`src/video_out_pkg.sv`:
```
// constants, field layouts and carrier types of the video output unit
// assumes a 32-bit avalon-mm register bus with byte addresses
`default_nettype none

package video_out_pkg;

  // register byte offsets
  localparam logic [4:0] CTRL_OFS   = 5'h00;
  localparam logic [4:0] FRAME_OFS  = 5'h04;
  localparam logic [4:0] LINE_OFS   = 5'h08;
  localparam logic [4:0] FIELD_OFS  = 5'h0c;
  localparam logic [4:0] VACT_OFS   = 5'h10;
  localparam logic [4:0] SLVDLY_OFS = 5'h14;
  localparam logic [4:0] MSGLEN_OFS = 5'h18;
  localparam logic [4:0] STATUS_OFS = 5'h1c;

  // reset values (525-line geometry)
  localparam logic [31:0] CTRL_RESET   = 32'h0000_0001;
  localparam logic [31:0] FRAME_RESET  = 32'h0002_020d;
  localparam logic [31:0] LINE_RESET   = 32'h0114_06b4;
  localparam logic [31:0] FIELD_RESET  = 32'h0000_010a;
  localparam logic [31:0] VACT_RESET   = 32'h011b_0014;
  localparam logic [31:0] SLVDLY_RESET = 32'h0000_0000;
  localparam logic [31:0] MSGLEN_RESET = 32'h0000_0010;
  localparam logic [31:0] CTRL_MASK    = 32'h0000_0f7f;

  // status bit positions
  localparam int ST_DRAINED = 0;
  localparam int ST_BWERR   = 1;
  localparam int ST_LOCKED  = 2;
  localparam int ST_FIELD   = 3;

  // modes
  localparam logic [3:0] MODE_LAST_VIDEO = 4'h6;
  localparam logic [3:0] MODE_STREAM     = 4'h8;
  localparam logic [3:0] MODE_MESSAGE    = 4'h9;

  // stream bytes
  localparam logic [7:0]  BLANK_CHROMA = 8'h80;
  localparam logic [7:0]  BLANK_LUMA   = 8'h10;
  localparam logic [7:0]  PREAMBLE_FF  = 8'hff;
  localparam logic [7:0]  PREAMBLE_00  = 8'h00;
  localparam logic [11:0] LINE_FIRST   = 12'h001;
  localparam logic [11:0] SYNC_LEN     = 12'h004;

  // chroma kernel taps (-1, 5, 13, -1) / 16
  localparam logic [12:0] TAP_INNER_B = 13'h0005;
  localparam logic [12:0] TAP_INNER_C = 13'h000d;
  localparam logic [12:0] TAP_ROUND   = 13'h0008;
  localparam int          TAP_SHIFT   = 4;

  typedef struct packed {
    logic [19:0] spare;
    logic [3:0]  mode;
    logic        spare2;
    logic        runEn;
    logic        syncStreaming;
    logic        framePol;
    logic        genlockEn;
    logic        fieldSync;
    logic        extEnable;
    logic        syncMaster;
  } ctrl_type;

  typedef struct packed {
    logic [7:0] u;
    logic [7:0] y0;
    logic [7:0] v;
    logic [7:0] y1;
  } pix_group_type;

  typedef enum logic [3:0] {
    RAW_IDLE  = 4'b0001,
    RAW_START = 4'b0010,
    RAW_SEND  = 4'b0100,
    RAW_END   = 4'b1000
  } raw_state_type;

endpackage

`default_nettype wire

```
`src/video_out_sync_and_transfer.sv`:
```
// video output sync, genlock and raw byte transfer unit
// assumes video clock pin slower than sys_clk/2; pixel source sits outside
//
// The placing of the registers and the Avalon-MM interface to the registers were decided locally.
`default_nettype none

module video_out_sync_and_transfer (
  input  wire logic                        sys_clk,
  input  wire logic                        reset_n,
  input  wire logic [4:0]                  avsAddress,
  input  wire logic                        avsRead,
  input  wire logic                        avsWrite,
  input  wire logic [3:0]                  avsByteEnable,
  input  wire logic [31:0]                 avsWriteData,
  output logic      [31:0]                 avsReadData,
  output logic                             avsWaitRequest,
  input  wire logic                        videoOutClock,
  input  wire logic                        frameStrobeIn,
  output logic                             frameStrobeOut,
  output logic                             frameStrobeOeN,
  output logic                             lineStrobeOut,
  output logic      [7:0]                  videoByteBus,
  input  wire video_out_pkg::pix_group_type pixIn,
  output logic                             pixReq,
  output logic                             chromaLineStep,
  input  wire logic [7:0]                  byteIn,
  input  wire logic                        byteValid,
  output logic                             byteReady,
  output logic                             msgDonePulse
);
  import video_out_pkg::*;

  // byte-enable merge for register writes
  function automatic logic [31:0] mergeBytes(input logic [31:0] old,
    input logic [31:0] wd, input logic [3:0] be);
    logic [31:0] res;
    res = old;
    for (int i = 0; i < 4; i++) begin
      if (be[i]) res[i*8 +: 8] = wd[i*8 +: 8];
    end
    return res;
  endfunction

  // four-tap chroma kernel, clamped to a byte
  function automatic logic [7:0] coSite(input logic [7:0] a, b, c, d);
    logic [12:0] pos;
    logic [12:0] neg;
    logic [12:0] diff;
    pos  = 13'(b) * TAP_INNER_B + 13'(c) * TAP_INNER_C + TAP_ROUND;
    neg  = 13'(a) + 13'(d);
    diff = (pos > neg) ? ((pos - neg) >> TAP_SHIFT) : 13'h0000;
    return (diff > 13'h00ff) ? 8'hff : diff[7:0];
  endfunction

  // timing reference code byte with protection bits
  function automatic logic [7:0] syncCode(input logic f, v, h);
    return {1'b1, f, v, h, v ^ h, f ^ h, f ^ v, f ^ v ^ h};
  endfunction

  logic          rstMeta_r, rstSync_r;
  logic          vclkMeta_r, vclkSync_r, vclkPrev_r, vTick;
  logic          fsMeta_r, fsSync_r, fsPrev_r, activeEdge;
  logic          busAck_r;
  ctrl_type      ctrl_r;
  logic [31:0]   frame_r, line_r, field_r, vact_r, slvdly_r, msglen_r;
  logic          drained_r, bwErr_r, locked_r, pending_r;
  logic [3:0]    resyncCnt_r;
  logic [15:0]   dlyCnt_r, msgCnt_r;
  logic [11:0]   pixCnt_r, lineCnt_r, pixNxt, lineNxt;
  logic [11:0]   frameLen, framePreset, lineLen, savPos, f2Start;
  logic          rawMode, streamMode, refresh, genlockOn, fire;
  logic          fieldTwo, vBlank, activePix, hwStop, wrHit, bwFault;
  logic          interspersed, doubled, halfLines, grpOdd_r;
  logic [1:0]    phase;
  logic [7:0]    uHist_r [4];
  logic [7:0]    vHist_r [4];
  pix_group_type grp_r;
  raw_state_type rawState_r;
  logic [31:0]   readWord;

  // reset released through two flops
  always_ff @(posedge sys_clk or negedge reset_n) begin
    if (!reset_n) begin
      rstMeta_r <= 1'b0;
      rstSync_r <= 1'b0;
    end else begin
      rstMeta_r <= 1'b1;
      rstSync_r <= rstMeta_r;
    end
  end

  // pin synchronisers; the second and third flops feed edge detection, the first never does
  always_ff @(posedge sys_clk or negedge rstSync_r) begin
    if (!rstSync_r) begin
      vclkMeta_r <= 1'b0;
      vclkSync_r <= 1'b0;
      vclkPrev_r <= 1'b0;
      fsMeta_r   <= 1'b0;
      fsSync_r   <= 1'b0;
      fsPrev_r   <= 1'b0;
    end else begin
      vclkMeta_r <= videoOutClock;
      vclkSync_r <= vclkMeta_r;
      vclkPrev_r <= vclkSync_r;
      fsMeta_r   <= frameStrobeIn;
      fsSync_r   <= fsMeta_r;
      fsPrev_r   <= fsSync_r;
    end
  end

  assign vTick = vclkSync_r & ~vclkPrev_r;

  // field decode of the geometry words
  assign frameLen    = frame_r[11:0];
  assign framePreset = frame_r[27:16];
  assign lineLen     = line_r[11:0];
  assign savPos      = line_r[27:16];
  assign f2Start     = field_r[11:0];

  // mode decode
  assign refresh      = ctrl_r.mode <= MODE_LAST_VIDEO;
  assign streamMode   = ctrl_r.mode == MODE_STREAM;
  assign rawMode      = streamMode | (ctrl_r.mode == MODE_MESSAGE);
  assign interspersed = refresh & (ctrl_r.mode[1:0] != 2'b00);
  assign doubled      = refresh & ctrl_r.mode[2];
  assign halfLines    = refresh & (ctrl_r.mode[1:0] == 2'b10);
  assign genlockOn    = ~ctrl_r.syncMaster & ctrl_r.extEnable
                        & ctrl_r.genlockEn;
  assign activeEdge   = genlockOn & (ctrl_r.framePol ? (fsSync_r & ~fsPrev_r)
                        : (~fsSync_r & fsPrev_r));
  assign fire         = pending_r & vTick & (dlyCnt_r == 16'h0000);

  // avalon slave: one wait state, then the request completes
  assign avsWaitRequest = (avsRead | avsWrite) & ~busAck_r;
  assign wrHit          = avsWrite & busAck_r;
  assign bwFault        = streamMode & vTick & (rawState_r == RAW_SEND)
                          & ctrl_r.runEn & ~byteValid;
  assign hwStop         = (vTick & (rawState_r == RAW_END)) | bwFault;

  always_comb begin
    case (avsAddress)
      CTRL_OFS:   readWord = 32'(ctrl_r);
      FRAME_OFS:  readWord = frame_r;
      LINE_OFS:   readWord = line_r;
      FIELD_OFS:  readWord = field_r;
      VACT_OFS:   readWord = vact_r;
      SLVDLY_OFS: readWord = slvdly_r;
      MSGLEN_OFS: readWord = msglen_r;
      STATUS_OFS: readWord = {4'h0, lineCnt_r, 8'h00, resyncCnt_r,
                              fieldTwo, locked_r, bwErr_r, drained_r};
      default:    readWord = 32'h0000_0000;
    endcase
  end

  // bus handshake and read data
  always_ff @(posedge sys_clk or negedge rstSync_r) begin
    if (!rstSync_r) begin
      busAck_r    <= 1'b0;
      avsReadData <= 32'h0000_0000;
    end else begin
      busAck_r <= (avsRead | avsWrite) & ~busAck_r;
      if (avsRead & ~busAck_r) avsReadData <= readWord;
    end
  end

  // software registers; a write of run enable beats the hardware stop
  always_ff @(posedge sys_clk or negedge rstSync_r) begin
    if (!rstSync_r) begin
      ctrl_r   <= ctrl_type'(CTRL_RESET);
      frame_r  <= FRAME_RESET;
      line_r   <= LINE_RESET;
      field_r  <= FIELD_RESET;
      vact_r   <= VACT_RESET;
      slvdly_r <= SLVDLY_RESET;
      msglen_r <= MSGLEN_RESET;
    end else begin
      if (hwStop) ctrl_r.runEn <= 1'b0;
      if (wrHit) begin
        case (avsAddress)
          CTRL_OFS:   ctrl_r <= ctrl_type'(mergeBytes(32'(ctrl_r),
                        avsWriteData, avsByteEnable) & CTRL_MASK);
          FRAME_OFS:  frame_r  <= mergeBytes(frame_r, avsWriteData,
                                             avsByteEnable);
          LINE_OFS:   line_r   <= mergeBytes(line_r, avsWriteData,
                                             avsByteEnable);
          FIELD_OFS:  field_r  <= mergeBytes(field_r, avsWriteData,
                                             avsByteEnable);
          VACT_OFS:   vact_r   <= mergeBytes(vact_r, avsWriteData,
                                             avsByteEnable);
          SLVDLY_OFS: slvdly_r <= mergeBytes(slvdly_r, avsWriteData,
                                             avsByteEnable);
          MSGLEN_OFS: msglen_r <= mergeBytes(msglen_r, avsWriteData,
                                             avsByteEnable);
          default: ;
        endcase
      end
    end
  end

  // sticky status, write one to clear; a same-cycle set wins
  always_ff @(posedge sys_clk or negedge rstSync_r) begin
    if (!rstSync_r) begin
      drained_r <= 1'b0;
      bwErr_r   <= 1'b0;
    end else begin
      drained_r <= (vTick & (rawState_r == RAW_END)) | (drained_r & ~(wrHit
        & (avsAddress == STATUS_OFS) & avsByteEnable[0]
        & avsWriteData[ST_DRAINED]));
      bwErr_r   <= bwFault | (bwErr_r & ~(wrHit
        & (avsAddress == STATUS_OFS) & avsByteEnable[0]
        & avsWriteData[ST_BWERR]));
    end
  end

  // genlock edge delay and lock tracking
  always_ff @(posedge sys_clk or negedge rstSync_r) begin
    if (!rstSync_r) begin
      pending_r   <= 1'b0;
      dlyCnt_r    <= 16'h0000;
      locked_r    <= 1'b0;
      resyncCnt_r <= 4'h0;
    end else if (!genlockOn) begin
      pending_r <= 1'b0;
      locked_r  <= 1'b0;
    end else begin
      if (activeEdge) begin
        pending_r <= 1'b1;
        dlyCnt_r  <= slvdly_r[15:0];
      end else if (pending_r & vTick) begin
        if (dlyCnt_r == 16'h0000) pending_r <= 1'b0;
        else dlyCnt_r <= dlyCnt_r - 16'h0001;
      end
      if (fire) begin
        locked_r <= 1'b1;
        // agreeing edge: the counters would land here anyway
        if (!locked_r || pixNxt != 12'h000 || lineNxt != framePreset)
          resyncCnt_r <= resyncCnt_r + 4'h1;
      end
    end
  end

  // next counter positions
  always_comb begin
    pixNxt  = pixCnt_r + 12'h001;
    lineNxt = lineCnt_r;
    if (pixCnt_r >= lineLen - 12'h001) begin
      pixNxt  = 12'h000;
      lineNxt = (lineCnt_r >= frameLen) ? LINE_FIRST
                : lineCnt_r + 12'h001;
    end
  end

  // frame counters free-run until a delayed edge reloads them
  always_ff @(posedge sys_clk or negedge rstSync_r) begin
    if (!rstSync_r) begin
      pixCnt_r  <= 12'h000;
      lineCnt_r <= LINE_FIRST;
    end else if (vTick) begin
      if (fire) begin
        pixCnt_r  <= 12'h000;
        lineCnt_r <= framePreset;
      end else begin
        pixCnt_r  <= pixNxt;
        lineCnt_r <= lineNxt;
      end
    end
  end

  assign fieldTwo  = lineCnt_r >= f2Start;
  assign vBlank    = fieldTwo ? (lineCnt_r < vact_r[27:16])
                     : (lineCnt_r < vact_r[11:0]);
  assign activePix = (pixCnt_r >= savPos) & ~vBlank;
  assign phase     = 2'(pixCnt_r - savPos);

  // pixel groups, with chroma history for the co-siting kernel
  always_ff @(posedge sys_clk or negedge rstSync_r) begin
    if (!rstSync_r) begin
      grp_r    <= '0;
      grpOdd_r <= 1'b0;
      pixReq   <= 1'b0;
      for (int i = 0; i < 4; i++) begin
        uHist_r[i] <= 8'h00;
        vHist_r[i] <= 8'h00;
      end
    end else begin
      pixReq <= 1'b0;
      if (vTick & refresh & ~vBlank & ((pixCnt_r == savPos - 12'h001)
          | (activePix & (phase == 2'b11)))) begin
        grpOdd_r <= doubled & ~grpOdd_r & (pixCnt_r != savPos - 12'h001);
        // 2x width repeats a group; every second fetch after the first is skipped
        if (!(doubled & ~grpOdd_r & (pixCnt_r != savPos - 12'h001))) begin
          pixReq <= 1'b1;
          for (int i = 1; i < 4; i++) begin
            uHist_r[i] <= uHist_r[i-1];
            vHist_r[i] <= vHist_r[i-1];
          end
          uHist_r[0] <= pixIn.u;
          vHist_r[0] <= pixIn.v;
          grp_r.y0   <= pixIn.y0;
          grp_r.y1   <= pixIn.y1;
          grp_r.u    <= interspersed ? coSite(uHist_r[2], uHist_r[1],
                        uHist_r[0], pixIn.u) : pixIn.u;
          grp_r.v    <= interspersed ? coSite(vHist_r[2], vHist_r[1],
                        vHist_r[0], pixIn.v) : pixIn.v;
        end
      end
    end
  end

  // chroma plane line step: every line, or every second for 4:2:0
  always_ff @(posedge sys_clk or negedge rstSync_r) begin
    if (!rstSync_r) chromaLineStep <= 1'b0;
    else chromaLineStep <= vTick & refresh & (pixNxt == 12'h000)
                           & (~halfLines | lineCnt_r[0]);
  end

  // raw transfer sequencer
  always_ff @(posedge sys_clk or negedge rstSync_r) begin
    if (!rstSync_r) begin
      rawState_r <= RAW_IDLE;
      msgCnt_r   <= 16'h0000;
    end else if (vTick) begin
      case (rawState_r)
        RAW_IDLE: begin
          msgCnt_r <= 16'h0000;
          if (rawMode & ctrl_r.runEn) rawState_r <= RAW_START;
        end
        RAW_START: rawState_r <= RAW_SEND;
        RAW_SEND: begin
          if (!rawMode | !ctrl_r.runEn | bwFault) rawState_r <= RAW_IDLE;
          else if (!streamMode & byteValid) begin
            msgCnt_r <= msgCnt_r + 16'h0001;
            if (msgCnt_r + 16'h0001 >= msglen_r[15:0])
              rawState_r <= RAW_END;
          end
        end
        RAW_END: rawState_r <= RAW_IDLE;
        default: rawState_r <= RAW_IDLE;
      endcase
    end
  end

  assign byteReady = vTick & (rawState_r == RAW_SEND) & rawMode
                     & ctrl_r.runEn;

  // pins and byte bus change on a video clock rising edge, except the frame pin enable and the done pulse
  always_ff @(posedge sys_clk or negedge rstSync_r) begin
    if (!rstSync_r) begin
      lineStrobeOut  <= 1'b1;
      frameStrobeOut <= 1'b0;
      frameStrobeOeN <= 1'b0;
      videoByteBus   <= BLANK_CHROMA;
      msgDonePulse   <= 1'b0;
    end else begin
      frameStrobeOeN <= genlockOn & ~rawMode;
      msgDonePulse   <= vTick & (rawState_r == RAW_END);
      if (vTick & rawMode) begin
        lineStrobeOut <= rawState_r == RAW_START;
        if (streamMode)
          frameStrobeOut <= ctrl_r.extEnable & ctrl_r.syncStreaming
            & (rawState_r == RAW_SEND) & ctrl_r.runEn & byteValid;
        else
          frameStrobeOut <= rawState_r == RAW_END;
        if (byteReady & byteValid) videoByteBus <= byteIn;
      end else if (vTick) begin
        lineStrobeOut <= ~ctrl_r.syncMaster | (pixCnt_r >= savPos);
        if (ctrl_r.syncMaster & (pixCnt_r == 12'h000))
          frameStrobeOut <= (ctrl_r.extEnable & ctrl_r.fieldSync)
            ? fieldTwo : (lineCnt_r == LINE_FIRST);
        if (pixCnt_r < SYNC_LEN)
          videoByteBus <= (pixCnt_r == 12'h000) ? PREAMBLE_FF
            : (pixCnt_r == 12'h003) ? syncCode(fieldTwo, vBlank, 1'b1)
            : PREAMBLE_00;
        else if (pixCnt_r >= savPos - SYNC_LEN && pixCnt_r < savPos)
          videoByteBus <= (pixCnt_r == savPos - SYNC_LEN) ? PREAMBLE_FF
            : (pixCnt_r == savPos - 12'h001)
            ? syncCode(fieldTwo, vBlank, 1'b0) : PREAMBLE_00;
        else if (activePix)
          case (phase)
            2'b00:   videoByteBus <= grp_r.u;
            2'b01:   videoByteBus <= grp_r.y0;
            2'b10:   videoByteBus <= grp_r.v;
            default: videoByteBus <= grp_r.y1;
          endcase
        else
          videoByteBus <= pixCnt_r[0] ? BLANK_LUMA : BLANK_CHROMA;
      end
    end
  end

  property p_hblank_low;
    @(posedge sys_clk) disable iff (!rstSync_r)
    (vTick & ~rawMode & ctrl_r.syncMaster & (pixCnt_r < savPos))
      |=> !lineStrobeOut;
  endproperty
  a_hblank_low: assert property (p_hblank_low)
    else $error("line pin not low in blanking");

  property p_field_pin;
    @(posedge sys_clk) disable iff (!rstSync_r)
    (vTick & ~rawMode & ctrl_r.syncMaster & ctrl_r.extEnable
      & ctrl_r.fieldSync & (pixCnt_r == 12'h000))
      |=> (frameStrobeOut == $past(fieldTwo));
  endproperty
  a_field_pin: assert property (p_field_pin)
    else $error("frame pin does not show field");

  property p_genlock_oe;
    @(posedge sys_clk) disable iff (!rstSync_r)
    (genlockOn & ~rawMode) [*2] |-> frameStrobeOeN;
  endproperty
  a_genlock_oe: assert property (p_genlock_oe)
    else $error("frame pin driven during genlock");

  property p_edge_delay;
    @(posedge sys_clk) disable iff (!rstSync_r)
    (activeEdge & genlockOn)
      |=> (pending_r && dlyCnt_r == $past(slvdly_r[15:0]));
  endproperty
  a_edge_delay: assert property (p_edge_delay)
    else $error("edge delay not loaded");

  property p_preset_load;
    @(posedge sys_clk) disable iff (!rstSync_r)
    fire |=> (lineCnt_r == $past(framePreset)) && (pixCnt_r == 12'h000);
  endproperty
  a_preset_load: assert property (p_preset_load)
    else $error("line counter not preset");

  property p_stream_pulse;
    @(posedge sys_clk) disable iff (!rstSync_r)
    (vTick & rawMode) |=> (lineStrobeOut == ($past(rawState_r) == RAW_START));
  endproperty
  a_stream_pulse: assert property (p_stream_pulse)
    else $error("start pulse missing");

  property p_bw_drop;
    @(posedge sys_clk) disable iff (!rstSync_r)
    bwFault |=> (!frameStrobeOut && bwErr_r && !ctrl_r.runEn);
  endproperty
  a_bw_drop: assert property (p_bw_drop)
    else $error("valid held after bandwidth error");

  property p_msg_end;
    @(posedge sys_clk) disable iff (!rstSync_r)
    (vTick & (rawState_r == RAW_END) & ~wrHit)
      |=> (frameStrobeOut && drained_r && msgDonePulse && !ctrl_r.runEn
           && rawState_r == RAW_IDLE);
  endproperty
  a_msg_end: assert property (p_msg_end)
    else $error("message end not signalled");

  property p_blank_code;
    @(posedge sys_clk) disable iff (!rstSync_r)
    (vTick & refresh & ~activePix & (pixCnt_r >= SYNC_LEN)
      & (pixCnt_r < savPos - SYNC_LEN))
      |=> (videoByteBus == ($past(pixCnt_r[0]) ? BLANK_LUMA : BLANK_CHROMA));
  endproperty
  a_blank_code: assert property (p_blank_code)
    else $error("wrong blanking byte");

endmodule

`default_nettype wire

```
`config.mk`:
```
export PLATFORM = sky130hd
export DESIGN_NAME = video_out_sync_and_transfer
export DESIGN_NICKNAME = d
export VERILOG_FILES = /design/src/video_out_pkg.sv /design/src/video_out_sync_and_transfer.sv
export SDC_FILE = /design/constraint.sdc
export NUM_CORES = 1
export LEC_CHECK = 0
export ABC_AREA = 1
export BUFFER_PORTS_ARGS = -buffer_cell sky130_fd_sc_hd__buf_2
export CAP_MARGIN = 20
export CORE_MARGIN = 2
export CORE_UTILIZATION = 59
export CTS_CLUSTER_DIAMETER = 60
export DETAILED_ROUTE_END_ITERATION = 8
export PLACE_DENSITY = 0.78
export SLEW_MARGIN = 20
export SYNTH_ARGS = -nofsm -noshare
export SYNTH_HDL_FRONTEND = slang
export SYNTH_SLANG_ARGS = --single-unit
export TNS_END_PERCENT = 30
```
`constraint.sdc`:
```
create_clock -name sys_clk -period 14.7 [get_ports sys_clk]
set_clock_uncertainty 0.1 [all_clocks]
set_input_delay 0.735 -clock sys_clk [delete_from_list [all_inputs] [get_ports sys_clk]]
set_output_delay 0.735 -clock sys_clk [all_outputs]
set_load 0.005 [all_outputs]
```
-- Word-level counts from Yosys, hierarchy flattened
Cells that the tools add are included.
- reductions and logical operators: 52
- muxes and demuxes: 56
- $lt $le $gt $ge: 15
- divide/modulo/power cells: 0
- bitwise logic cells: 74
- $add $sub $neg: 17
- equal/unequal tests: 34
- shift-type cells: 0
- multiply operators: 4
- operator list (cell ; count):
    $pmux 32 s8 ; 1
    $mux 8 ; 15
    $reduce_and 3->1 ; 28
    $mux 16 ; 5
    $ge 12x12->1 ; 5
    $mux 12 ; 5
    $and 1x1->1 ; 48
    $lt 12x12->1 ; 3
    $pmux 16 s2 ; 1
    $add 11x12->13 ; 2
    $add 13x4->13 const B ; 2
    $gt 13x9->1 ; 2
    $sub 13x9->13 ; 2
    $add 12x1->12 const B ; 2
    $eq 12x12->1 ; 2
    $logic_not 12->1 ; 2
    $mul 8x4->12 const B ; 2
    $ne 12x12->1 ; 2
    $pmux 8 s3 ; 1
    $sub 12x1->12 const B ; 2
    $mul 8x3->11 const B ; 2
    $mux 7 ; 3
    $eq 5x5->1 const B ; 4
    $add 8x8->9 ; 2
    other kinds (40) ; 109
- latch bits: 0
- bits in writable memories: 0
- register bits: 407
- logic and storage cells: 322
- input port bits: 88
- bits in read-only memories: 0
- output and inout port bits: 48
- memories kept: 0

-- Depth between registers and ports, before layout
- word-level depth: 10
- depth in mapped cells: 29
- depth with buffers taken out: 29

-- Least setup slack after synthesis
No wires, ideal clock.
- kind: reg-to-reg
- from: reg vHist_r[26] (netlist name)
- to: reg grp_r[11] (netlist name)
- cell stages (with the launch flop): 28
- slack: 9.551 ns
- path buffers: 0
- arrival time: 4.933 ns
- path through: dfrtp_1 ha_1 inv_1 fa_1 inv_1 fa_1 inv_1 fa_1 inv_1 ha_1 nand2_1 nand3_1 a21oi_1 xor2_1 ha_1 inv_1 nor4_1 nand2_1 o21ai_0 inv_1 nand2_1 nor2_1 nand3_1 nand3_1 nand2_1 nand2_1 nand2_1 nand2_1
- word-level cells in the longest chain between the ends: 8
- elaborated cells on any way between the ends: 9
- those cells by class: add/sub (3); mul (1); order compare (2); mux (3)
- RTL lines (element ; RTL line ; RTL):
    start: declaration ; video_out_sync_and_transfer.sv:76 ; logic [7:0] vHist_r [4];
    start signal: indexed assignment ; video_out_sync_and_transfer.sv:295 ; vHist_r[i] <= vHist_r[i-1];
    $mul 8x4->12 (*) ; video_out_sync_and_transfer.sv:49 ; pos = 13'(b) * TAP_INNER_B + 13'(c) * TAP_INNER_C + TAP_ROUND;
    $add 11x12->13 (*) ; video_out_sync_and_transfer.sv:49 ;
    $add 13x4->13 (*) ; video_out_sync_and_transfer.sv:49 ;
    $sub 13x9->13 or $gt 13x9->1 (tied branches) ; video_out_sync_and_transfer.sv:51 ; diff = (pos > neg) ? ((pos - neg) >> TAP_SHIFT) : 13'h0000;
    $mux 9 (*) ; video_out_sync_and_transfer.sv:51 ;
    $gt 9x8->1 ; video_out_sync_and_transfer.sv:52 ; return (diff > 13'h00ff) ? 8'hff : diff[7:0];
    $mux 8 (*) ; video_out_sync_and_transfer.sv:52 ;
    $mux 8 (*) ; video_out_sync_and_transfer.sv:303 ; grp_r.v <= interspersed ? coSite(vHist_r[2], vHist_r[1],
    end: declaration ; video_out_sync_and_transfer.sv:77 ; pix_group_type grp_r;
Every way passes the cells marked *; elsewhere a longest branch is shown, timed or not.
A chain may end at the register's enable or synchronous reset.

-- Final worst setup path
- from: reg uHist_r[26] (netlist name)
- to: reg grp_r[24] (netlist name)
- word-level cells in the longest chain between the ends: 8
- elaborated cells on any way between the ends: 9
- those cells by class: add/sub (3); mul (1); order compare (2); mux (3)
- RTL lines (element ; RTL line ; RTL):
    start: declaration ; video_out_sync_and_transfer.sv:75 ; logic [7:0] uHist_r [4];
    start signal: indexed assignment ; video_out_sync_and_transfer.sv:294 ; uHist_r[i] <= uHist_r[i-1];
    $mul 8x4->12 (*) ; video_out_sync_and_transfer.sv:49 ;
    $add 11x12->13 (*) ; video_out_sync_and_transfer.sv:49 ;
    $add 13x4->13 (*) ; video_out_sync_and_transfer.sv:49 ;
    $sub 13x9->13 or $gt 13x9->1 (tied branches) ; video_out_sync_and_transfer.sv:51 ;
    $mux 9 (*) ; video_out_sync_and_transfer.sv:51 ;
    $gt 9x8->1 ; video_out_sync_and_transfer.sv:52 ;
    $mux 8 (*) ; video_out_sync_and_transfer.sv:52 ;
    $mux 8 (*) ; video_out_sync_and_transfer.sv:301 ; grp_r.u <= interspersed ? coSite(uHist_r[2], uHist_r[1],
Marks and branches as above.

==> run_results.csv <==
group,metric,value,unit
critical_path,slowest_stage,"fa_1",
critical_path,crit_top_cell,"nand2_1",
flow_run,drv_cap,0,
place,gp_congestion,0.9492,
yosys,synth_nets,3610,
critical_path,worstPathArrival,6.12,ns
routing,first_pass_iters,6,
final_layout,n_antenna_cell,0,
place,dp_hpwl,54680,microns
timing,hold_violations,0,
routing,vias,23140,
critical_path,cpPeakStageDelay,0.53,ns
die,initial_core_util,59.98,%
yosys,avgSynthCellArea,7.945,sq um
final_layout,final_net_count,3722,
yosys,synthTopCellsByArea,"dfrtp_1 36%, nand2_1 14%, ha_1 11%",
die,rows,76,
yosys,yosys.area.top_type,"dfrtp_1",
critical_path,path_buf_inv,4,
routing,ant_nets,0,
critical_path,cp_max_fo,6,
clock_tree,post_cts_buffers,0,
yosys,synth_flop_cell,"dfrtp_1",
timing,tightest_slew,1.064,ns
die,core-area,43170,sq um
global_routing,antenna_found_initial,1,
place,io_buffers,135,
timing,finalSetupTns,0,ns
clock_tree,clk_pin_slew,0.06,ns
yosys,yosys_warnings,0,
timing,finalSetupViolCount,0,
final_layout,drive_gt1_share,8.832,%
timing,post-route-period-util,39.08,%
global_routing,grt_overflow,0,
clock_tree,ctsHoldBuffers,1,
clock_tree,cts_buffers,47,
clock_tree,clkSinkCount,407,
critical_path,crit_type,"reg2reg",
final_layout,area_delta_synth_final,10.42,%
routing,viasPerCell,5.795,
timing,max_freq,0.1741,GHz
clock_tree,cts_max_level,2,
final_layout,layout_commonest_cell,"nand2_1",
yosys,synth-edff-count,0,
critical_path,crit_family,"adder cells",
timing,rsz0062_at_grt,"no",
timing,final_max_slew_viol_count,0,
timing,max_slew_margin,29.07,%
die,fp.dieW,213.5,microns
die,die_y,213.5,microns
global_routing,grt_pass1_wl,118200,microns
critical_path,crit_required,15.07,ns
timing,post-route-min-period,5.745,ns
die,io_pins,136,
routing,detail_route.wl_per_cell,18.59,microns
yosys,synth.distinct_cells,52,
clock_tree,clockRootBuffer,"clkbuf_16",
status,status,"finished clean",
clock_tree,cts_resized,0,
global_routing,grt_pass1_vias,22360,
clock_tree,clk_latency,0.61,ns
yosys,synth_top_area_share,36.44,%
yosys,async_flop_share,100.0,%
clock_tree,tritoncts,"yes",
die,die-area,45580,sq um
yosys,yosysSeqAreaShare,39.48,%
yosys,synth_seq_cells,407,
critical_path,start_kind,"flip-flop",
yosys,mappedNetlistArea,25890,sq um
min_path,worstHoldPathType,"reg2async",
global_routing,grt_start_max_net_pins,191,
global_routing,grt_usage,32.99,%
routing,dr.first_iter.drc_count,2346,
routing,route.detailed.drc,0,
routing,wirelength,74210,microns
critical_path,cp-end-kind,"flip-flop",
yosys,syn_inst,3259,
clock_tree,clock_path_buffers,3,
final_layout,final_cell_mix,"957 x nand2_1, 414 x inv_1, 376 x dfrtp_1",
per-layer routing:
layer  vias up  routed length, microns  track usage, %
met1     11010                   31500           45.09
met2       978                   34060           52.84
li1      10980                       -               -
met4         2                    2621           13.10
met5         -                      13               0
met3       172                    6012           5.331
through the flow:
stage          util, %  hold WS [ns]  setup WS (ns)  cell area, sq um  cells
3_5_place_dp     62.57        0.2426          9.013             27010   3904
3_3_place_gp     62.57        0.2389          9.235             27010   3904
6_report         66.23        0.1440          8.955             28590   3993
2_1_floorplan        -        0.2312          2.469             25890   3259
4_1_cts          66.10        0.1467          9.006             28540   3991
5_1_grt          66.23        0.1652          8.529             28590   3993
sequential cells by signal (all words and copies together) (netlist names), 12 cells and up:
signal	count
avsReadData	32
dlyCnt_r	16
field_r	32
frame_r	32
grp_r	32
lineCnt_r	12
line_r	32
msgCnt_r	16
msglen_r	32
pixCnt_r	12
slvdly_r	32
uHist_r	24
vHist_r	24
vact_r	32
synthesized netlist by cell type, types with 3 or more instances:
library cell and number:
o22ai_1 51, o31ai_1 5, a211oi_1 4, nor3_1 32, a31oi_1 3, o21ai_0 311, nand3b_1 8, a22o_1 4
nor2_1 159, nand3_1 124, ha_1 224, o2111ai_1 14, o21a_1 5, inv_1 414, clkbuf_1 66, a221oi_1 27
o311ai_0 3, nand4_1 43, o221ai_1 11, buf_4 3, xor2_1 73, nor4_1 8, dfstp_2 30, inv_2 6
a21oi_1 110, mux2_2 24, a21o_1 4, o21bai_1 9, dfrtp_1 377, or2_2 4, o41ai_1 4, o21ai_1 26
nand2_1 957, o211ai_1 12, xnor2_1 26, buf_2 9, fa_1 39, buf_6 9
final timing paths:
| kind | slack [ns] | endpoint | from | cells past startpoint |
|---|---|---|---|---|
| worst max-delay path | 8.95 | grp_r[24] | uHist_r[26] | 25 |
| worst min register to register | 0.14 | avsReadData[30] | rstSync_r | 0 |
| worst max register to register | 8.95 | grp_r[24] | uHist_r[26] | 25 |
| worst min-delay path | 0.14 | avsReadData[30] | rstSync_r | 0 |
| max in group asynchronous | 12.19 | grp_r[22] | rstSync_r | 2 |
| min in group sys_clk | 0.16 | fsMeta_r | frameStrobeIn | 1 |
area by class of cell:
class / instances / area (sq um)
well taps: 585 / 732.0
fillers: 3629 / 14580
clock buffers: 68 / 1315
clock inverters: 18 / 197.7
flip-flops and latches: 407 / 10230
inverters: 422 / 1584
multi-input cells: 2342 / 13690
repair buffers: 151 / 850.8
cell families after synthesis:
kind of cell / count (synthesis) / share of synthesized area (%)
compound gates: 608 / 13.39
mux: 24 / 1.044
buf+inv: 510 / 7.741
flops: 407 / 39.48
xor+xnor: 99 / 3.349
fa+ha+maj: 263 / 13.84
simple gates: 1347 / 21.14
other cells: 1 / 0.01448
Power is left out: the tool's default activity adds up to more than one toggle a clock period on the data nets, which glitch-free logic cannot reach.
